--- config.mk ---
export PLATFORM = sky130hd
export DESIGN_NAME = cssu_clock_ctrl
export DESIGN_NICKNAME = d
export VERILOG_FILES = /design/src/cssu_pkg.sv /design/src/cssu_cnt_if.sv /design/src/cssu_down_cnt.sv /design/src/cssu_clock_ctrl.sv
export VERILOG_INCLUDE_DIRS = /design/src
export SDC_FILE = /design/constraint.sdc
export NUM_CORES = 1
export LEC_CHECK = 0
export BUFFER_PORTS_ARGS = -buffer_cell sky130_fd_sc_hd__buf_2
export CAP_MARGIN = 10
export CORE_UTILIZATION = 52
export DETAILED_ROUTE_END_ITERATION = 10
export GPL_TIMING_DRIVEN = 0
export PLACE_DENSITY = 0.79
export SLEW_MARGIN = 10
export SYNTH_ARGS = -nofsm -noshare
export SYNTH_HDL_FRONTEND = slang
export SYNTH_SLANG_ARGS = --single-unit
--- constraint.sdc ---
create_clock -name clk_in -period 3.09 [get_ports clk_in]
set_clock_uncertainty 0.2 [all_clocks]
set_input_delay 0 -clock clk_in [delete_from_list [all_inputs] [get_ports clk_in]]
set_output_delay 0 -clock clk_in [all_outputs]
set_load 0.01 [all_outputs]
--- src/cssu_params.svh ---
`ifndef CSSU_PARAMS_SVH
`define CSSU_PARAMS_SVH
// =====================================================
// Register map (byte addresses)
`define CSSU_ADDR_TRIM      12'h000
`define CSSU_ADDR_PRESCALE  12'h004
`define CSSU_ADDR_STATUS    12'h008
`define CSSU_ADDR_TIMERCTL  12'h00C
// =====================================================
// Fuse encodings
`define CSSU_SRC_EXT        4'h0
`define CSSU_SRC_RC         4'h2
`define CSSU_SRC_128K       4'h3
`define CSSU_SUT_BOD        2'h0
`define CSSU_SUT_FAST       2'h1
`define CSSU_SUT_SLOW       2'h2
`define CSSU_SUT_RSVD       2'h3
`define CSSU_DIV1           4'h0
`define CSSU_DIV8           4'h3
// Shipped fuse values
`define CSSU_SHIP_SRC       4'h2
`define CSSU_SHIP_SUT       2'h2
`define CSSU_SHIP_DIV8      1'b1
// =====================================================
// Start-up counts in source clock cycles, except CSSU_CK_RESET, which is counted on watchdog ticks
`define CSSU_CK_LF_SHORT    16'd1024
`define CSSU_CK_LF_LONG     16'd32768
`define CSSU_CK_FAST        16'd6
`define CSSU_CK_RESET       16'd14
// Reset time-out figures in microseconds, clock rate in MHz
`define CSSU_TO_4P1_US      32'd4100
`define CSSU_TO_65_US       32'd65000
`define CSSU_TO_4_US        32'd4000
`define CSSU_TO_64_US       32'd64000
`define CSSU_CLK_MHZ        32'd50
`endif

--- src/cssu_pkg.sv ---
package cssu_pkg;
  // =====================================================
  // Start-up sequencer states
  typedef enum logic [1:0] {
    CSSU_IDLE,
    CSSU_SRC_WAIT,
    CSSU_TIMEOUT,
    CSSU_RUN
  } cssu_state_e;
endpackage : cssu_pkg

--- src/cssu_cnt_if.sv ---
`timescale 1ns/1ps
// =====================================================
// Start-up counter link between sequencer and counter
interface cssu_cnt_if;
  logic        load;
  logic [31:0] count;
  logic        tick;
  logic        done;
  modport ctrl (output load, output count, output tick, input done);
  modport cnt  (input load, input count, input tick, output done);
endinterface : cssu_cnt_if

--- src/cssu_down_cnt.sv ---
`timescale 1ns/1ps
// =====================================================
// Loadable down counter advanced by a tick enable
module cssu_down_cnt
  import cssu_pkg::*;
(
  input  wire logic clk_in,
  input  wire logic reset_in,
  cssu_cnt_if.cnt   cif
);
  logic [31:0] rem_q;

  // Load on request, count down on each tick, hold at zero
  always_ff @(posedge clk_in)
  begin
    if (reset_in)
      rem_q <= 32'h0000_0000;
    else if (cif.load)
      rem_q <= cif.count;
    else if (cif.tick && (rem_q != 32'h0000_0000))
      rem_q <= rem_q - 32'h0000_0001;
  end

  // Zero count only: the sequencer's reload depends on this, so no load term here
  assign cif.done = (rem_q == 32'h0000_0000);
endmodule : cssu_down_cnt

--- src/cssu_clock_ctrl.sv ---
`timescale 1ns/1ps
`include "cssu_params.svh"
module cssu_clock_ctrl
  import cssu_pkg::*;
#(
  parameter logic [7:0]  FACTORY_TRIM = 8'h80,
  parameter logic [3:0]  LFXTAL_CODE  = 4'h6,
  parameter logic [31:0] TICK_DIV     = 32'd1
)
(
  input  wire logic        clk_in,
  input  wire logic        reset_in,
  input  wire logic [3:0]  clock_source_select_fuses_in,
  input  wire logic [1:0]  startup_time_fuses_in,
  input  wire logic        divide_by_eight_fuse_in,
  input  wire logic        wake_in,
  input  wire logic        src_clk_edge_in,
  input  wire logic        wdt_osc_edge_in,
  input  wire logic        psel,
  input  wire logic        penable,
  input  wire logic        pwrite,
  input  wire logic [11:0] paddr,
  input  wire logic [31:0] pwdata,
  output logic      [31:0] prdata,
  output logic             pready,
  output logic             pslverr,
  output logic      [3:0]  source_sel_out,
  output logic      [7:0]  rc_trim_out,
  output logic      [3:0]  prescaler_select_field_out,
  output logic             sys_clk_enable_out,
  output logic             timer_external_clock_select_out,
  output logic             fuse_reserved_out
);
  // =====================================================
  // Time-out cycle counts at the watchdog tick
  localparam logic [31:0] TO_4P1 = `CSSU_TO_4P1_US * `CSSU_CLK_MHZ / TICK_DIV;
  localparam logic [31:0] TO_65  = `CSSU_TO_65_US * `CSSU_CLK_MHZ / TICK_DIV;
  localparam logic [31:0] TO_4   = `CSSU_TO_4_US * `CSSU_CLK_MHZ / TICK_DIV;
  localparam logic [31:0] TO_64  = `CSSU_TO_64_US * `CSSU_CLK_MHZ / TICK_DIV;

  cssu_state_e state_q;
  logic [7:0]  trim_q;
  logic [3:0]  prescale_q;
  logic        timer_ext_q;
  logic        from_reset_q;
  logic [31:0] src_count;
  logic [31:0] to_count;
  logic        known_src;
  logic        apb_wr;
  logic        mapped;

  cssu_cnt_if cif ();

  cssu_down_cnt u_cnt (
    .clk_in   (clk_in),
    .reset_in (reset_in),
    .cif      (cif)
  );

  // =====================================================
  // Source decode and start-up counts
  always_comb
  begin
    known_src = 1'b1;
    src_count = {16'h0000, `CSSU_CK_FAST};
    case (clock_source_select_fuses_in)
      `CSSU_SRC_RC:   src_count = {16'h0000, `CSSU_CK_FAST};
      `CSSU_SRC_128K: src_count = {16'h0000, `CSSU_CK_FAST};
      `CSSU_SRC_EXT:  src_count = {16'h0000, `CSSU_CK_FAST};
      default:
      begin
        if (clock_source_select_fuses_in[3:1] == LFXTAL_CODE[3:1])
          src_count = clock_source_select_fuses_in[0] ?
                      {16'h0000, `CSSU_CK_LF_LONG} : {16'h0000, `CSSU_CK_LF_SHORT};
        else
          known_src = 1'b0;
      end
    endcase
  end

  // Reset time-out length chosen by the start-up code
  always_comb
  begin
    case (startup_time_fuses_in)
      `CSSU_SUT_FAST: to_count = (clock_source_select_fuses_in == `CSSU_SRC_128K) ? TO_4 : TO_4P1;
      `CSSU_SUT_SLOW: to_count = (clock_source_select_fuses_in == `CSSU_SRC_128K) ? TO_64 : TO_65;
      default:        to_count = 32'h0000_0000;
    endcase
  end

  // Time-out length per start-up code and source
  to_bod_a: assert property (@(posedge clk_in) disable iff (reset_in)
    (startup_time_fuses_in == `CSSU_SUT_BOD) |-> (to_count == 32'h0000_0000))
    else $error("Time-out not zero for BROWNOUT_DETECTOR code");
  to_fast_a: assert property (@(posedge clk_in) disable iff (reset_in)
    (startup_time_fuses_in == `CSSU_SUT_FAST && clock_source_select_fuses_in != `CSSU_SRC_128K) |->
    (to_count == TO_4P1))
    else $error("Fast time-out length wrong");
  to_slow_a: assert property (@(posedge clk_in) disable iff (reset_in)
    (startup_time_fuses_in == `CSSU_SUT_SLOW && clock_source_select_fuses_in != `CSSU_SRC_128K) |->
    (to_count == TO_65))
    else $error("Slow time-out length wrong");
  fast_128k_a: assert property (@(posedge clk_in) disable iff (reset_in)
    (startup_time_fuses_in == `CSSU_SUT_FAST && clock_source_select_fuses_in == `CSSU_SRC_128K) |->
    (to_count == TO_4))
    else $error("128 kHz fast time-out wrong");

  assign fuse_reserved_out = (startup_time_fuses_in == `CSSU_SUT_RSVD) || !known_src;

  // =====================================================
  // Start-up sequencer driving the shared counter
  always_ff @(posedge clk_in)
  begin
    if (reset_in)
    begin
      state_q      <= CSSU_IDLE;
      from_reset_q <= 1'b1;
    end
    else
    begin
      case (state_q)
        CSSU_IDLE:
          if (!fuse_reserved_out)
            state_q <= CSSU_SRC_WAIT;
        CSSU_SRC_WAIT:
          if (cif.done)
            state_q <= from_reset_q ? CSSU_TIMEOUT : CSSU_RUN;
        CSSU_TIMEOUT:
          if (cif.done)
          begin
            state_q      <= CSSU_RUN;
            from_reset_q <= 1'b0;
          end
        CSSU_RUN:
          if (wake_in)
            state_q <= CSSU_SRC_WAIT;
        default:
          state_q <= CSSU_IDLE;
      endcase
    end
  end

  // Counter loads: source count, then 14 CK plus time-out
  always_comb
  begin
    cif.load  = 1'b0;
    cif.count = src_count;
    if ((state_q == CSSU_IDLE) && !fuse_reserved_out)
      cif.load = 1'b1;
    else if ((state_q == CSSU_RUN) && wake_in)
      cif.load = 1'b1;
    else if ((state_q == CSSU_SRC_WAIT) && cif.done && from_reset_q)
    begin
      cif.load  = 1'b1;
      cif.count = to_count + {16'h0000, `CSSU_CK_RESET};
    end
  end

  // Source edges during start-up, watchdog edges during time-out
  assign cif.tick = (state_q == CSSU_TIMEOUT) ? wdt_osc_edge_in : src_clk_edge_in;

  assign sys_clk_enable_out = (state_q == CSSU_RUN);

  // =====================================================
  // APB slave, zero wait states
  assign apb_wr  = psel && penable && pwrite;
  assign pready  = 1'b1;
  assign mapped  = (paddr == `CSSU_ADDR_TRIM) || (paddr == `CSSU_ADDR_PRESCALE) ||
                   (paddr == `CSSU_ADDR_STATUS) || (paddr == `CSSU_ADDR_TIMERCTL);
  assign pslverr = psel && penable && !mapped;

  // Trim register: factory value on reset, software later
  always_ff @(posedge clk_in)
  begin
    if (reset_in)
      trim_q <= FACTORY_TRIM;
    else if (apb_wr && (paddr == `CSSU_ADDR_TRIM))
      trim_q <= pwdata[7:0];
  end

  // Prescaler select reset follows divide-by-eight fuse
  always_ff @(posedge clk_in)
  begin
    if (reset_in)
      prescale_q <= `CSSU_SHIP_DIV8 ? `CSSU_DIV8 : `CSSU_DIV1;
    else if (from_reset_q && (state_q == CSSU_IDLE))
      prescale_q <= divide_by_eight_fuse_in ? `CSSU_DIV8 : `CSSU_DIV1;
    else if (apb_wr && (paddr == `CSSU_ADDR_PRESCALE))
      prescale_q <= pwdata[3:0];
  end

  // Timer external clock select
  always_ff @(posedge clk_in)
  begin
    if (reset_in)
      timer_ext_q <= 1'b0;
    else if (apb_wr && (paddr == `CSSU_ADDR_TIMERCTL))
      timer_ext_q <= pwdata[0];
  end

  // Read data registered at the setup phase
  always_ff @(posedge clk_in)
  begin
    if (reset_in)
      prdata <= 32'h0000_0000;
    else if (psel && !penable && !pwrite)
    begin
      case (paddr)
        `CSSU_ADDR_TRIM:     prdata <= {24'h000000, trim_q};
        `CSSU_ADDR_PRESCALE: prdata <= {28'h0000000, prescale_q};
        `CSSU_ADDR_STATUS:   prdata <= {26'h0000000, fuse_reserved_out, sys_clk_enable_out,
                                        clock_source_select_fuses_in};
        `CSSU_ADDR_TIMERCTL: prdata <= {31'h00000000, timer_ext_q};
        default:             prdata <= 32'h0000_0000;
      endcase
    end
  end

  assign source_sel_out                  = clock_source_select_fuses_in;
  assign rc_trim_out                     = trim_q;
  assign prescaler_select_field_out      = prescale_q;
  assign timer_external_clock_select_out = timer_ext_q;

  // =====================================================
  // Assertions
  gate_closed_a: assert property (@(posedge clk_in) disable iff (reset_in)
    $rose(sys_clk_enable_out) |-> $past(cif.done))
    else $error("Clock released before start-up done");
  trim_write_a: assert property (@(posedge clk_in) disable iff (reset_in)
    (apb_wr && paddr == `CSSU_ADDR_TRIM) |=> (rc_trim_out == $past(pwdata[7:0])))
    else $error("Trim write not applied");
  trim_reset_a: assert property (@(posedge clk_in)
    $past(reset_in) |-> (trim_q == FACTORY_TRIM))
    else $error("Trim not reloaded at reset");
  prescale_div_a: assert property (@(posedge clk_in) disable iff (reset_in)
    (from_reset_q && state_q == CSSU_IDLE && !fuse_reserved_out) |=>
    (prescale_q == ($past(divide_by_eight_fuse_in) ? `CSSU_DIV8 : `CSSU_DIV1)))
    else $error("Prescaler reset value wrong");
  wake_short_a: assert property (@(posedge clk_in) disable iff (reset_in)
    (state_q == CSSU_RUN && wake_in &&
     clock_source_select_fuses_in inside {`CSSU_SRC_RC, `CSSU_SRC_128K, `CSSU_SRC_EXT}) |->
    (cif.count == {16'h0000, `CSSU_CK_FAST}))
    else $error("Fast source wake count wrong");
  lf_long_a: assert property (@(posedge clk_in) disable iff (reset_in)
    (clock_source_select_fuses_in[3:1] == LFXTAL_CODE[3:1]) |->
    (src_count == (clock_source_select_fuses_in[0] ? {16'h0000, `CSSU_CK_LF_LONG} :
                   {16'h0000, `CSSU_CK_LF_SHORT})))
    else $error("LF crystal start count wrong");
  wdt_tick_a: assert property (@(posedge clk_in) disable iff (reset_in)
    (state_q == CSSU_TIMEOUT) |-> (cif.tick == wdt_osc_edge_in))
    else $error("Time-out not on watchdog clock");
  slow_128k_a: assert property (@(posedge clk_in) disable iff (reset_in)
    (clock_source_select_fuses_in == `CSSU_SRC_128K && startup_time_fuses_in == `CSSU_SUT_SLOW) |->
    (to_count == TO_64))
    else $error("128 kHz slow time-out wrong");
  reserved_hold_a: assert property (@(posedge clk_in) disable iff (reset_in)
    (fuse_reserved_out && state_q == CSSU_IDLE) |=> (state_q == CSSU_IDLE))
    else $error("Reserved code started clock");
  timer_sel_a: assert property (@(posedge clk_in) disable iff (reset_in)
    (apb_wr && paddr == `CSSU_ADDR_TIMERCTL) |=> (timer_external_clock_select_out == $past(pwdata[0])))
    else $error("Timer clock select not applied");
  trim_hold_a: assert property (@(posedge clk_in) disable iff (reset_in)
    !(apb_wr && paddr == `CSSU_ADDR_TRIM) |=> $stable(trim_q))
    else $error("Trim changed without a write");
  run_hold_a: assert property (@(posedge clk_in) disable iff (reset_in)
    (state_q == CSSU_RUN && !wake_in) |=> sys_clk_enable_out)
    else $error("Clock dropped without wake");
  release_gate_a: assert property (@(posedge clk_in) disable iff (reset_in)
    (cif.done && ((state_q == CSSU_TIMEOUT) || (state_q == CSSU_SRC_WAIT && !from_reset_q))) |=>
    sys_clk_enable_out)
    else $error("Clock not released after start-up");
  trim_read_a: assert property (@(posedge clk_in) disable iff (reset_in)
    (psel && !penable && !pwrite && paddr == `CSSU_ADDR_TRIM) |=>
    (prdata == {24'h000000, $past(trim_q)}))
    else $error("Trim read data wrong");

  // Cover points for the main scenarios
  run_reached_c: cover property (@(posedge clk_in) disable iff (reset_in) state_q == CSSU_RUN);
  wake_seen_c:   cover property (@(posedge clk_in) disable iff (reset_in)
    state_q == CSSU_RUN && wake_in);
  trim_wr_c:     cover property (@(posedge clk_in) disable iff (reset_in)
    apb_wr && paddr == `CSSU_ADDR_TRIM);
  timeout_c:     cover property (@(posedge clk_in) disable iff (reset_in)
    state_q == CSSU_TIMEOUT);
  reserved_c:    cover property (@(posedge clk_in) disable iff (reset_in)
    fuse_reserved_out && state_q == CSSU_IDLE);
endmodule : cssu_clock_ctrl

==> results_dict.tcl, run 1 <==
set metrics [dict create \
    status "finished, violations left" \
    wirelength_um 10500 \
    io_buffers 60 \
    worstPathCellList "inv_1 > ha_4 > or3b_2 > o21a_1 > buf_2 > and4_1 > buf_2 > or3b_1 > a31oi_1 > a21o_1" \
    ant_nets 0 \
    maxCapViolCount 0 \
    synth-seq-area-share_pct 31.5 \
    grt_max_degree 18 \
    max-slew-margin-rel_pct 28.1 \
    ys.flop_type "dfxtp_1" \
    startpoint_type "flop" \
    failed_checks "DRC" \
    min-delay-path-class "in2reg" \
    clock_path_buffers 2 \
    synth_top_family_by_area "simple AND/OR/NAND/NOR gates" \
    dr.pass1.iters 11 \
    worst_pin_slew_ns 1.07 \
    clk_pin_slew_ns 0.10 \
    route.detailed.drc 15 \
    fillers 543 \
    fp-row-count 29 \
    grt_overflow 0 \
    cp_top_family "simple AND/OR/NAND/NOR gates" \
    wl_per_cell_um 16.6 \
    setup_violations 0 \
    final_nets 623 \
    dp_hpwl_um 7100 \
    post-route-min-period_ns 3.00 \
    slowest_delay_ns 0.53 \
    finalMaxSlewViolations 0 \
    insertedDiodeCount 0 \
    worstSkewPairLatency_ns 0.32 \
    fp.coreArea_sq_um 6490 \
    muxShareOfSynthArea_pct 5.72 \
    synth_xor_area_share_pct 3.44 \
    ctsHtreeMaxLevel 2 \
    synth-simple-area-share_pct 29.4 \
    vias_per_cell 5.97 \
    ys_warn_count 0 \
    critPathArrivalTime_ns 3.08 \
    fp.dieH_um 84.8 \
    cts_tree "built" \
    grt_pass1_vias 3483 \
    cts_root_buf "clkbuf_8" \
    path_class "reg2reg" \
    path_buf_inv 3 \
    yosysTopAreaCellShare_pct 31.5 \
    min_period_over_period_pct 97.2 \
    cts_sinks 56 \
    multi_input_area_sq_um 2230 \
    ios 112 \
    die_area_sq_um 7190 \
    p_leak_nw 1.96 \
    ys_ff_latch 56 \
    place_congestion 0.926 \
    ir_drop_mv 0.543 \
    async_reset_ff_share_pct 0 \
    path_max_fanout 10 \
    synthAdderAreaFrac_pct 3.86 \
    synth_compound_area_share_pct 15.7 \
    cts_made_buffers 5 \
    required_ns 3.16 \
    synthesis.area_sq_um 3560 \
    hold_viol_final 0 \
    syn_to_final_growth_pct 24.1 \
    drive_gt1_share_pct 25.1 \
    dieWidth_um 84.8 \
    synth_enable_flop_cells 0 \
    synth.largest_area_cell "dfxtp_1" \
    vias 3768 \
    antenna_found_initial 0 \
    synth_area_leaders "dfxtp_1 31%, nor2_1 6.4%, buf_4 6.3%" \
    powerDensity_nw_per_um2 885 \
    ff_latch_area_sq_um 1120 \
    place_ws_ns -0.198 \
    critical_path.slowest_cell "or3b_1" \
    syn_avg_cell_area_sq_um 8.04 \
    start_util_pct 54.9 \
    syn_inst 443 \
    yosysUniqueCellTypes 68 \
    grt_usage_pct 28.8 \
    grt_pass1_wl_um 16500 \
    post-route-util_pct 68.1 \
    setup_slack_ns 0.0861 \
    drt_iter0_drc 412 \
    max_freq_mhz 333 \
    crit_path_end_kind "flop" \
    critPathMostFrequentCell "buf_2" \
]
## flip-flops by register name, summed over array words and instances, names as in the netlist
register / flops
u_cnt.rem_q: 32
prdata: 8
rc_trim_out: 8
prescaler_select_field_out: 4
state_q: 2
from_reset_q: 1
timer_external_clock_select_out: 1
## power breakdown
part | switching [W] | internal [W] | leakage [nW]
Combinational | 0.00138 | 0.000942 | 1.45
Clock | 0.000260 | 0.000241 | 0.0541
Sequential | 0.000208 | 0.000886 | 0.455
Total | 0.00184 | 0.00207 | 1.96
## per-stage QoR
step | total power, W | hold slack, ns | instance area (sq um) | std cells | setup TNS (ns)
after detailed placement | 0.00316 | 0.0313 | 4050 | 603 | -1.28
after global placement | 0.00310 | 0.0347 | 4050 | 603 | -1.03
final | 0.00391 | 0.0434 | 4420 | 631 | 0
after floorplan | 0.00268 | -0.108 | 3650 | 466 | 0
after global routing | 0.00415 | 0.0572 | 4420 | 631 | -0.00205
after CTS | 0.00369 | 0.0155 | 4320 | 627 | 0
## cell type report
| class | count | area share, % |
|---|---|---|
| plain buffers | 49 | 7.05 |
| inverters | 14 | 1.19 |
| flip-flops and latches | 56 | 25.4 |
| repair buffers | 81 | 11.3 |
| clock inverters | 3 | 0.962 |
| well taps | 77 | 2.18 |
| clock buffers | 5 | 1.56 |
| multi-input cells | 346 | 50.5 |
## path summary, 6_finish.rpt
check             startpoint                               to  slack [ns]  cells after the start
setup / recovery  state_q[0]                   u_cnt.rem_q[5]        0.09                     10
hold / removal          psel  timer_external_clock_select_out        0.04                      5
setup reg to reg  state_q[0]                   u_cnt.rem_q[5]        0.09                     10
hold reg to reg    prdata[6]                        prdata[6]        0.26                      2
## logic make-up after synthesis
family | Yosys count
other cells | 2
simple gates | 195
compound gates | 82
mux | 19
flops | 56
buf+inv | 64
fa+ha+maj | 11
xor+xnor | 14
## layout by cell type (no fill, tap or decap), types with 4 or more instances in the layout
| master | synthesis | final |
|---|---|---|
| a21oi_1 | 34 | 34 |
| nand2_1 | 23 | 23 |
| clkbuf_8 | 0 | 5 |
| nand3_1 | 16 | 16 |
| inv_1 | 14 | 14 |
| o21ai_0 | 9 | 9 |
| conb_1 | 2 | 25 |
| nor2b_1 | 5 | 5 |
| ha_1 | 11 | 10 |
| nor3b_1 | 6 | 5 |
| mux2i_1 | 17 | 17 |
| dfxtp_1 | 56 | 56 |
| or4_1 | 7 | 7 |
| dlygate4sd3_1 | 0 | 16 |
| nor4_1 | 12 | 11 |
| buf_4 | 30 | 36 |
| buf_2 | 8 | 66 |
| xnor2_1 | 10 | 10 |
| or3_1 | 6 | 6 |
| nor3_1 | 26 | 26 |
| xor2_1 | 4 | 4 |
| nor2_1 | 61 | 60 |
| clkbuf_1 | 11 | 10 |
| o32ai_1 | 6 | 6 |
## cells in the mapped netlist (all sizes together) (11+ instances only)
cell type,n
nor2,61
dfxtp,56
buf,39
a21oi,35
nor3,28
nand2,23
mux2i,17
nand3,16
inv,14
nor4,14
clkbuf,11
ha,11
## worst reg2reg max path, cell delays in order (launching register included)
cell     delay (ns)
dfxtp_1        0.35
inv_1          0.15
ha_4           0.18
or3b_2         0.47
o21a_1         0.18
buf_2          0.20
and4_1         0.19
buf_2          0.18
or3b_1         0.53
a31oi_1        0.22
a21o_1         0.10
## per-layer routing
metal,global-route usage [%],vias to the layer above,wire length (um)
met3,5.41,36,926
met4,12.3,0,296
met5,0,-,0
met2,49.4,218,4990
li1,-,1765,-
met1,35.3,1749,4280
## repair_timing
action	4_1_cts	5_1_grt
pin swaps	0	2
hold buffers	16	0
buffers inserted	0	5
endpoints found under the setup margin	10	30
hold endpoints to repair	23	0
resized for setup	2	13
No activity file was read; power rests on OpenSTA's default activity.
==> run 2, diff against run 1 <==
--- a/config.mk
+++ b/config.mk
@@ -11,8 +11,9 @@
 export CORE_UTILIZATION = 52
 export DETAILED_ROUTE_END_ITERATION = 10
 export GPL_TIMING_DRIVEN = 0
-export PLACE_DENSITY = 0.79
+export PLACE_DENSITY = 0.78
 export SLEW_MARGIN = 10
 export SYNTH_ARGS = -nofsm -noshare
 export SYNTH_HDL_FRONTEND = slang
+export SYNTH_HIERARCHICAL = 1
 export SYNTH_SLANG_ARGS = --single-unit
==> run 2 against run 1 <==
  * The run ends with hold timing left
  * Non-clock buffer count stayed put
  * Setup slack improved by 0.014 ns
  * Synthesized area increased by 5.9%
  * Count of clock-buffer cells in the layout up 1
  * Flip-flop and latch count did not move
==> results_dict.tcl, run 2 <==
set metrics [dict create \
    failed_checks "hold timing" \
    ys.flop_type "dfxtp_1" \
    dieWidth_um 87.2 \
    final_common_cell "buf_2" \
    hold_depth 5 \
    holdWs_ns -0.000709 \
    syn_inst 444 \
    top_register "u_cnt/rem_q" \
    clk_pin_slew_ns 0.11 \
    fp.dieH_um 87.2 \
    cts_tree "built" \
    drt_iter0_drc 196 \
    synth_commonest_cells "56 x dfxtp_1, 51 x nor2_1, 30 x buf_4" \
    path_max_fanout 10 \
    hp-start "paddr[11]" \
    ir_drop_mv 0.384 \
    crit_path_end_kind "flop" \
    ios 112 \
    maxCapViolCount 0 \
    worst_pin_slew_ns 0.669 \
    grt_pass1_vias 3497 \
    reg2regPathDepth 9 \
    slowest_delay_ns 0.55 \
    finalMaxSlewViolations 0 \
    worstPathCellList "or4_4 > or3_4 > nor3_4 > nand3_1 > a221o_4 > buf_6 > nor3_2 > nor2_1 > a311oi_1" \
    grt_pass1_wl_um 16300 \
    design_area_sq_um 4620 \
    dp_hpwl_um 7340 \
    syn_avg_cell_area_sq_um 8.50 \
    ys_warn_count 6 \
    startpoint_type "flop" \
    clock_path_buffers 2 \
    place_area_sq_um 4330 \
    yosysMostFrequentCell "dfxtp_1" \
    final_nets 630 \
    cts_root_buf "clkbuf_8" \
    wl_per_cell_um 15.3 \
    p_leak_nw 1.88 \
    placedCellCount 636 \
    status "finished, violations left" \
    max_freq_mhz 334 \
    cts_made_buffers 5 \
    critical_path.slowest_cell "or4_4" \
    synth-seq-area-share_pct 29.7 \
    path_class "reg2reg" \
    hold_viol_final 1 \
    ant_nets 0 \
    rsz0062_at_grt "false" \
    cts_setup_buffers 0 \
    ctsHtreeMaxLevel 2 \
    fp.coreArea_sq_um 6910 \
    post-route-min-period_ns 2.99 \
    worstSkewPairLatency_ns 0.32 \
    ys_ff_latch 56 \
    synthesis.area_sq_um 3770 \
    post-route-util_pct 66.9 \
    layout_common_cells "64 x buf_2, 55 x dfxtp_1, 50 x nor2_1" \
    syn_to_final_growth_pct 22.4 \
    async_reset_ff_share_pct 0 \
    r2r-end "u_cnt/rem_q[4]" \
    cp_top_family "simple AND/OR/NAND/NOR gates" \
    min_period_over_period_pct 96.8 \
    drive_gt1_share_pct 24.3 \
    yosysTopAreaCellShare_pct 29.7 \
    max-slew-margin-rel_pct 55.4 \
    dr.pass1.iters 5 \
    cts_sinks 56 \
    path_buf_inv 1 \
    r2r-start "u_cnt/rem_q[24]" \
    antenna_found_initial 0 \
    required_ns 3.12 \
    min-delay-path-class "in2reg" \
    synth.largest_area_cell "dfxtp_1" \
    yosysUniqueCellTypes 71 \
    synth_enable_flop_cells 0 \
    holdPathEnd "timer_external_clock_select_out" \
    insertedDiodeCount 0 \
    start_util_pct 54.7 \
    setup_violations 0 \
    place_congestion 0.863 \
    wirelength_um 10100 \
    grt_max_degree 18 \
    synth_area_leaders "dfxtp_1 30%, buf_4 6.0%, nor2_1 5.1%" \
    grt_usage_pct 27.1 \
    grt_overflow 0 \
    powerDensity_nw_per_um2 633 \
    critPathArrivalTime_ns 3.02 \
    vias_per_cell 5.66 \
    fp-row-count 30 \
    io_buffers 60 \
    final_cell_count_no_fill 660 \
    die_area_sq_um 7600 \
    largest_reg_flops 32 \
    route.detailed.drc 0 \
    vias 3735 \
    r2r_slack_ns 0.1 \
]
[run 2: changes by cell type after synthesis, moves of 7 or more]
cell	previous run	this run
a21oi_1	34	8
nand2b_1	1	20
a311oi_1	0	13
nor3_1	26	14
a211oi_1	2	12
nor2_1	61	51
nand3_1	16	7
o31ai_1	2	10
a22oi_1	0	7
[run 2: cells by family (layout without fill, tap and decap cells)]
| logic type | Yosys count | count (layout) | share of synthesized area, % |
|---|---|---|---|
| AO/OA/AOI/OAI | 95 | 95 | 20.7 |
| XOR/XNOR | 9 | 9 | 2.09 |
| adder cells (fa/ha/maj) | 8 | 8 | 2.65 |
| buffers and inverters | 68 | 152 | 10.3 |
| flip-flops | 56 | 56 | 29.7 |
| multiplexers | 20 | 20 | 5.70 |
| other | 2 | 38 | 0.199 |
| AND/OR/NAND/NOR | 186 | 186 | 28.7 |
[run 2: what timing repair did]
action / in CTS / in global routing
pin swaps: 1 / 2
endpoints found under the hold margin: 19 / 0
endpoints found under the setup margin: 32 / 8
hold buffers: 16 / 0
gates resized for setup: 6 / 3
[run 2: worst max path at each step]
stage / end / from / slack (ns) / cells past startpoint
3_3_place_gp: u_cnt/rem_q[6] / u_cnt/rem_q[0] / -0.36 / 10
5_1_grt: u_cnt/rem_q[4] / u_cnt/rem_q[24] / 0.02 / 9
2_1_floorplan: u_cnt/rem_q[7] / u_cnt/rem_q[24] / 0.15 / 9
6_report: u_cnt/rem_q[4] / u_cnt/rem_q[24] / 0.1 / 9
4_1_cts: u_cnt/rem_q[4] / u_cnt/rem_q[24] / 0.04 / 9
3_5_place_dp: u_cnt/rem_q[6] / u_cnt/rem_q[0] / -0.38 / 10
[run 2: final cells by class]
class                           instances  area [sq um]
Tap cell                               96           120
Sequential cell                        56          1120
Clock buffer                            6          72.6
Clock inverter                          2          16.3
Timing Repair Buffer                   76           460
Inverter                               14          52.6
Fill cell                             576          2280
Buffer                                 54           335
Multi-Input combinational cell        356          2440
[run 2: metrics by stage]
step           total power (W)  TNS [ns]  hold WS, ns  setup slack (ns)
2_1_floorplan          0.00210         0       -0.110             0.150
3_3_place_gp           0.00238     -3.90       0.0638            -0.359
3_5_place_dp           0.00242     -5.03       0.0718            -0.379
4_1_cts                0.00288         0    0.0000993            0.0420
5_1_grt                0.00312         0       0.0270            0.0191
6_report               0.00292         0    -0.000709            0.0999
[run 2: power by group]
| group | internal (W) | switching, W | total (W) |
|---|---|---|---|
| logic | 0.000595 | 0.000857 | 0.00145 |
| clock network | 0.000162 | 0.000255 | 0.000417 |
| registers | 0.000872 | 0.000184 | 0.00106 |
[run 2: worst register-to-register path: cells and delay by family (launching register included)]
kind                   cells  cell delay, ns
AO/OA/AOI/OAI              2            0.63
buffers and inverters      1            0.17
flip-flops                 1            0.36
AND/OR/NAND/NOR            6            1.55
[run 2: layer usage]
metal / vias to the layer above / GRT usage [%] / share of wire (%)
li1: 1821 / - / -
met1: 1768 / 32.8 / 43
met2: 132 / 49.0 / 50
met3: 14 / 3.79 / 5.3
met4: 0 / 9.69 / 1.4
met5: - / 0 / 0
==> run 3, diff against run 2 <==
--- a/config.mk
+++ b/config.mk
@@ -12,6 +12,7 @@
 export DETAILED_ROUTE_END_ITERATION = 10
 export GPL_TIMING_DRIVEN = 0
 export PLACE_DENSITY = 0.78
+export RECOVER_POWER = 25
 export SLEW_MARGIN = 10
 export SYNTH_ARGS = -nofsm -noshare
 export SYNTH_HDL_FRONTEND = slang
==> run 3 against run 2 <==
  * The flow now finishes without violations
  * Power barely moved
  * Critical path depth did not move
  * Fmax barely moved
  * Cell count did not move
  * Register-to-register slack barely moved
  * Critical path type unchanged
  * Largest cell class unchanged
  * Highest routed layer unchanged
==> results_dict.tcl, run 3 (synthesis gave the netlist of run 2 again) <==
set metrics [dict create \
    powerDensity_nw_per_um2 637 \
    total_power_w 0.00293 \
    syn_to_final_growth_pct 21.7 \
    min_period_over_period_pct 96.7 \
    drt_iter0_drc 148 \
    holdWs_ns 0.00151 \
    ctsHtreeMaxLevel 2 \
    p_leak_nw 1.80 \
    die_area_sq_um 7600 \
    route.detailed.drc 0 \
    place_congestion 0.863 \
    setup_violations 0 \
    rsz0062_at_grt "false" \
    drive_gt1_share_pct 20.6 \
    crit_path_end_kind "flop" \
    largest_reg_flops 32 \
    ant_nets 0 \
    final_common_cell "dfxtp_1" \
    finalMaxSlewViolations 0 \
    cts_sinks 56 \
    dp_hpwl_um 7340 \
    clock_path_buffers 2 \
    io_buffers 60 \
    grt_max_degree 18 \
    wirelength_um 10200 \
    fp.dieH_um 87.2 \
    required_ns 3.12 \
    fillers 586 \
    critPathArrivalTime_ns 3.02 \
    startpoint_type "flop" \
    layout_common_cells "55 x dfxtp_1, 50 x nor2_1, 43 x buf_2" \
    min-delay-path-class "in2reg" \
    clk_pin_slew_ns 0.11 \
    path_class "reg2reg" \
    grt_pass1_vias 3497 \
    dr.pass1.iters 5 \
    insertedDiodeCount 0 \
    worst_pin_slew_ns 0.674 \
    path_max_fanout 10 \
    ios 112 \
    antenna_found_initial 0 \
    vias 3734 \
    dieWidth_um 87.2 \
    post-route-min-period_ns 2.99 \
    cts_made_buffers 5 \
    maxCapViolCount 0 \
    fp.coreArea_sq_um 6910 \
    hp-start "paddr[11]" \
    hold_depth 5 \
    cts_root_buf "clkbuf_8" \
    hold_viol_final 0 \
    max-slew-margin-rel_pct 55.1 \
    fp-row-count 30 \
    grt_usage_pct 27.1 \
    wl_per_cell_um 15.5 \
    grt_overflow 0 \
    max_freq_mhz 335 \
    status "completed" \
    worstSkewPairLatency_ns 0.32 \
    final_nets 630 \
    startpoint "u_cnt/rem_q[24]" \
    r2r-start "u_cnt/rem_q[24]" \
    grt_pass1_wl_um 16300 \
    start_util_pct 54.7 \
    cts_tree "built" \
    reg2regPathDepth 9 \
    top_register "u_cnt/rem_q" \
    ir_drop_mv 0.383 \
    vias_per_cell 5.66 \
]
-- run 3: area by class of cell --
| class | count | area [sq um] | area share [%] |
|---|---|---|---|
| multi-input cells | 356 | 2440 | 53.1 |
| flip-flops and latches | 56 | 1120 | 24.4 |
| repair buffers | 76 | 434 | 9.45 |
| plain buffers | 54 | 335 | 7.30 |
| well taps | 96 | 120 | 2.61 |
| clock buffers | 6 | 72.6 | 1.58 |
| inverters | 14 | 52.6 | 1.14 |
| clock inverters | 2 | 16.3 | 0.354 |
-- run 3: report_power, final --
part | leakage (nW) | switching [W] | internal (W)
clock | 0.0414 | 0.000254 | 0.000162
sequential | 0.458 | 0.000185 | 0.000872
combinational | 1.30 | 0.000861 | 0.000593
-- run 3: metrics by stage --
stage                     instances  utilization (%)  area (sq um)  setup slack (ns)  TNS (ns)
after global routing            660             66.5          4600            0.0191         0
after detailed placement        636             62.7          4330            -0.379     -5.03
after CTS                       660             66.7          4610            0.0420         0
after floorplan                 480                -          3910             0.150         0
final                           660             66.5          4600             0.103         0
after global placement          636             62.7          4330            -0.359     -3.90
-- run 3: what timing repair did --
action,CTS,global route
setup endpoints to repair,32,8
setup buffers,0,0
hold buffers,16,0
pin swaps,1,2
gates resized for setup,6,3
hold endpoints to repair,19,0
-- run 3: worst paths after layout --
check | endpoint | slack [ns]
worst min-delay path | timer_external_clock_select_out | 0.002
worst max-delay path | u_cnt/rem_q[4] | 0.10
worst min register to register | prdata[6] | 0.27
worst max register to register | u_cnt/rem_q[4] | 0.10
-- run 3: worst max-delay path, cell delays in order (launching register included) --
cell and delay, ns:
dfxtp_2 0.36, or4_4 0.55, or3_4 0.40, nor3_4 0.18, nand3_1 0.14, a221o_4 0.39
buf_6 0.17, nor3_2 0.22, nor2_1 0.06, a311oi_1 0.24
-- run 3: per-layer routing --
metal	GRT usage, %	part of all wire (%)	up-vias	wire length, um
met5	0	0	-	0
met4	9.69	1.4	0	144
met3	3.79	5.0	14	508
met2	49.0	50	129	5090
met1	32.8	44	1782	4480
li1	-	-	1809	-
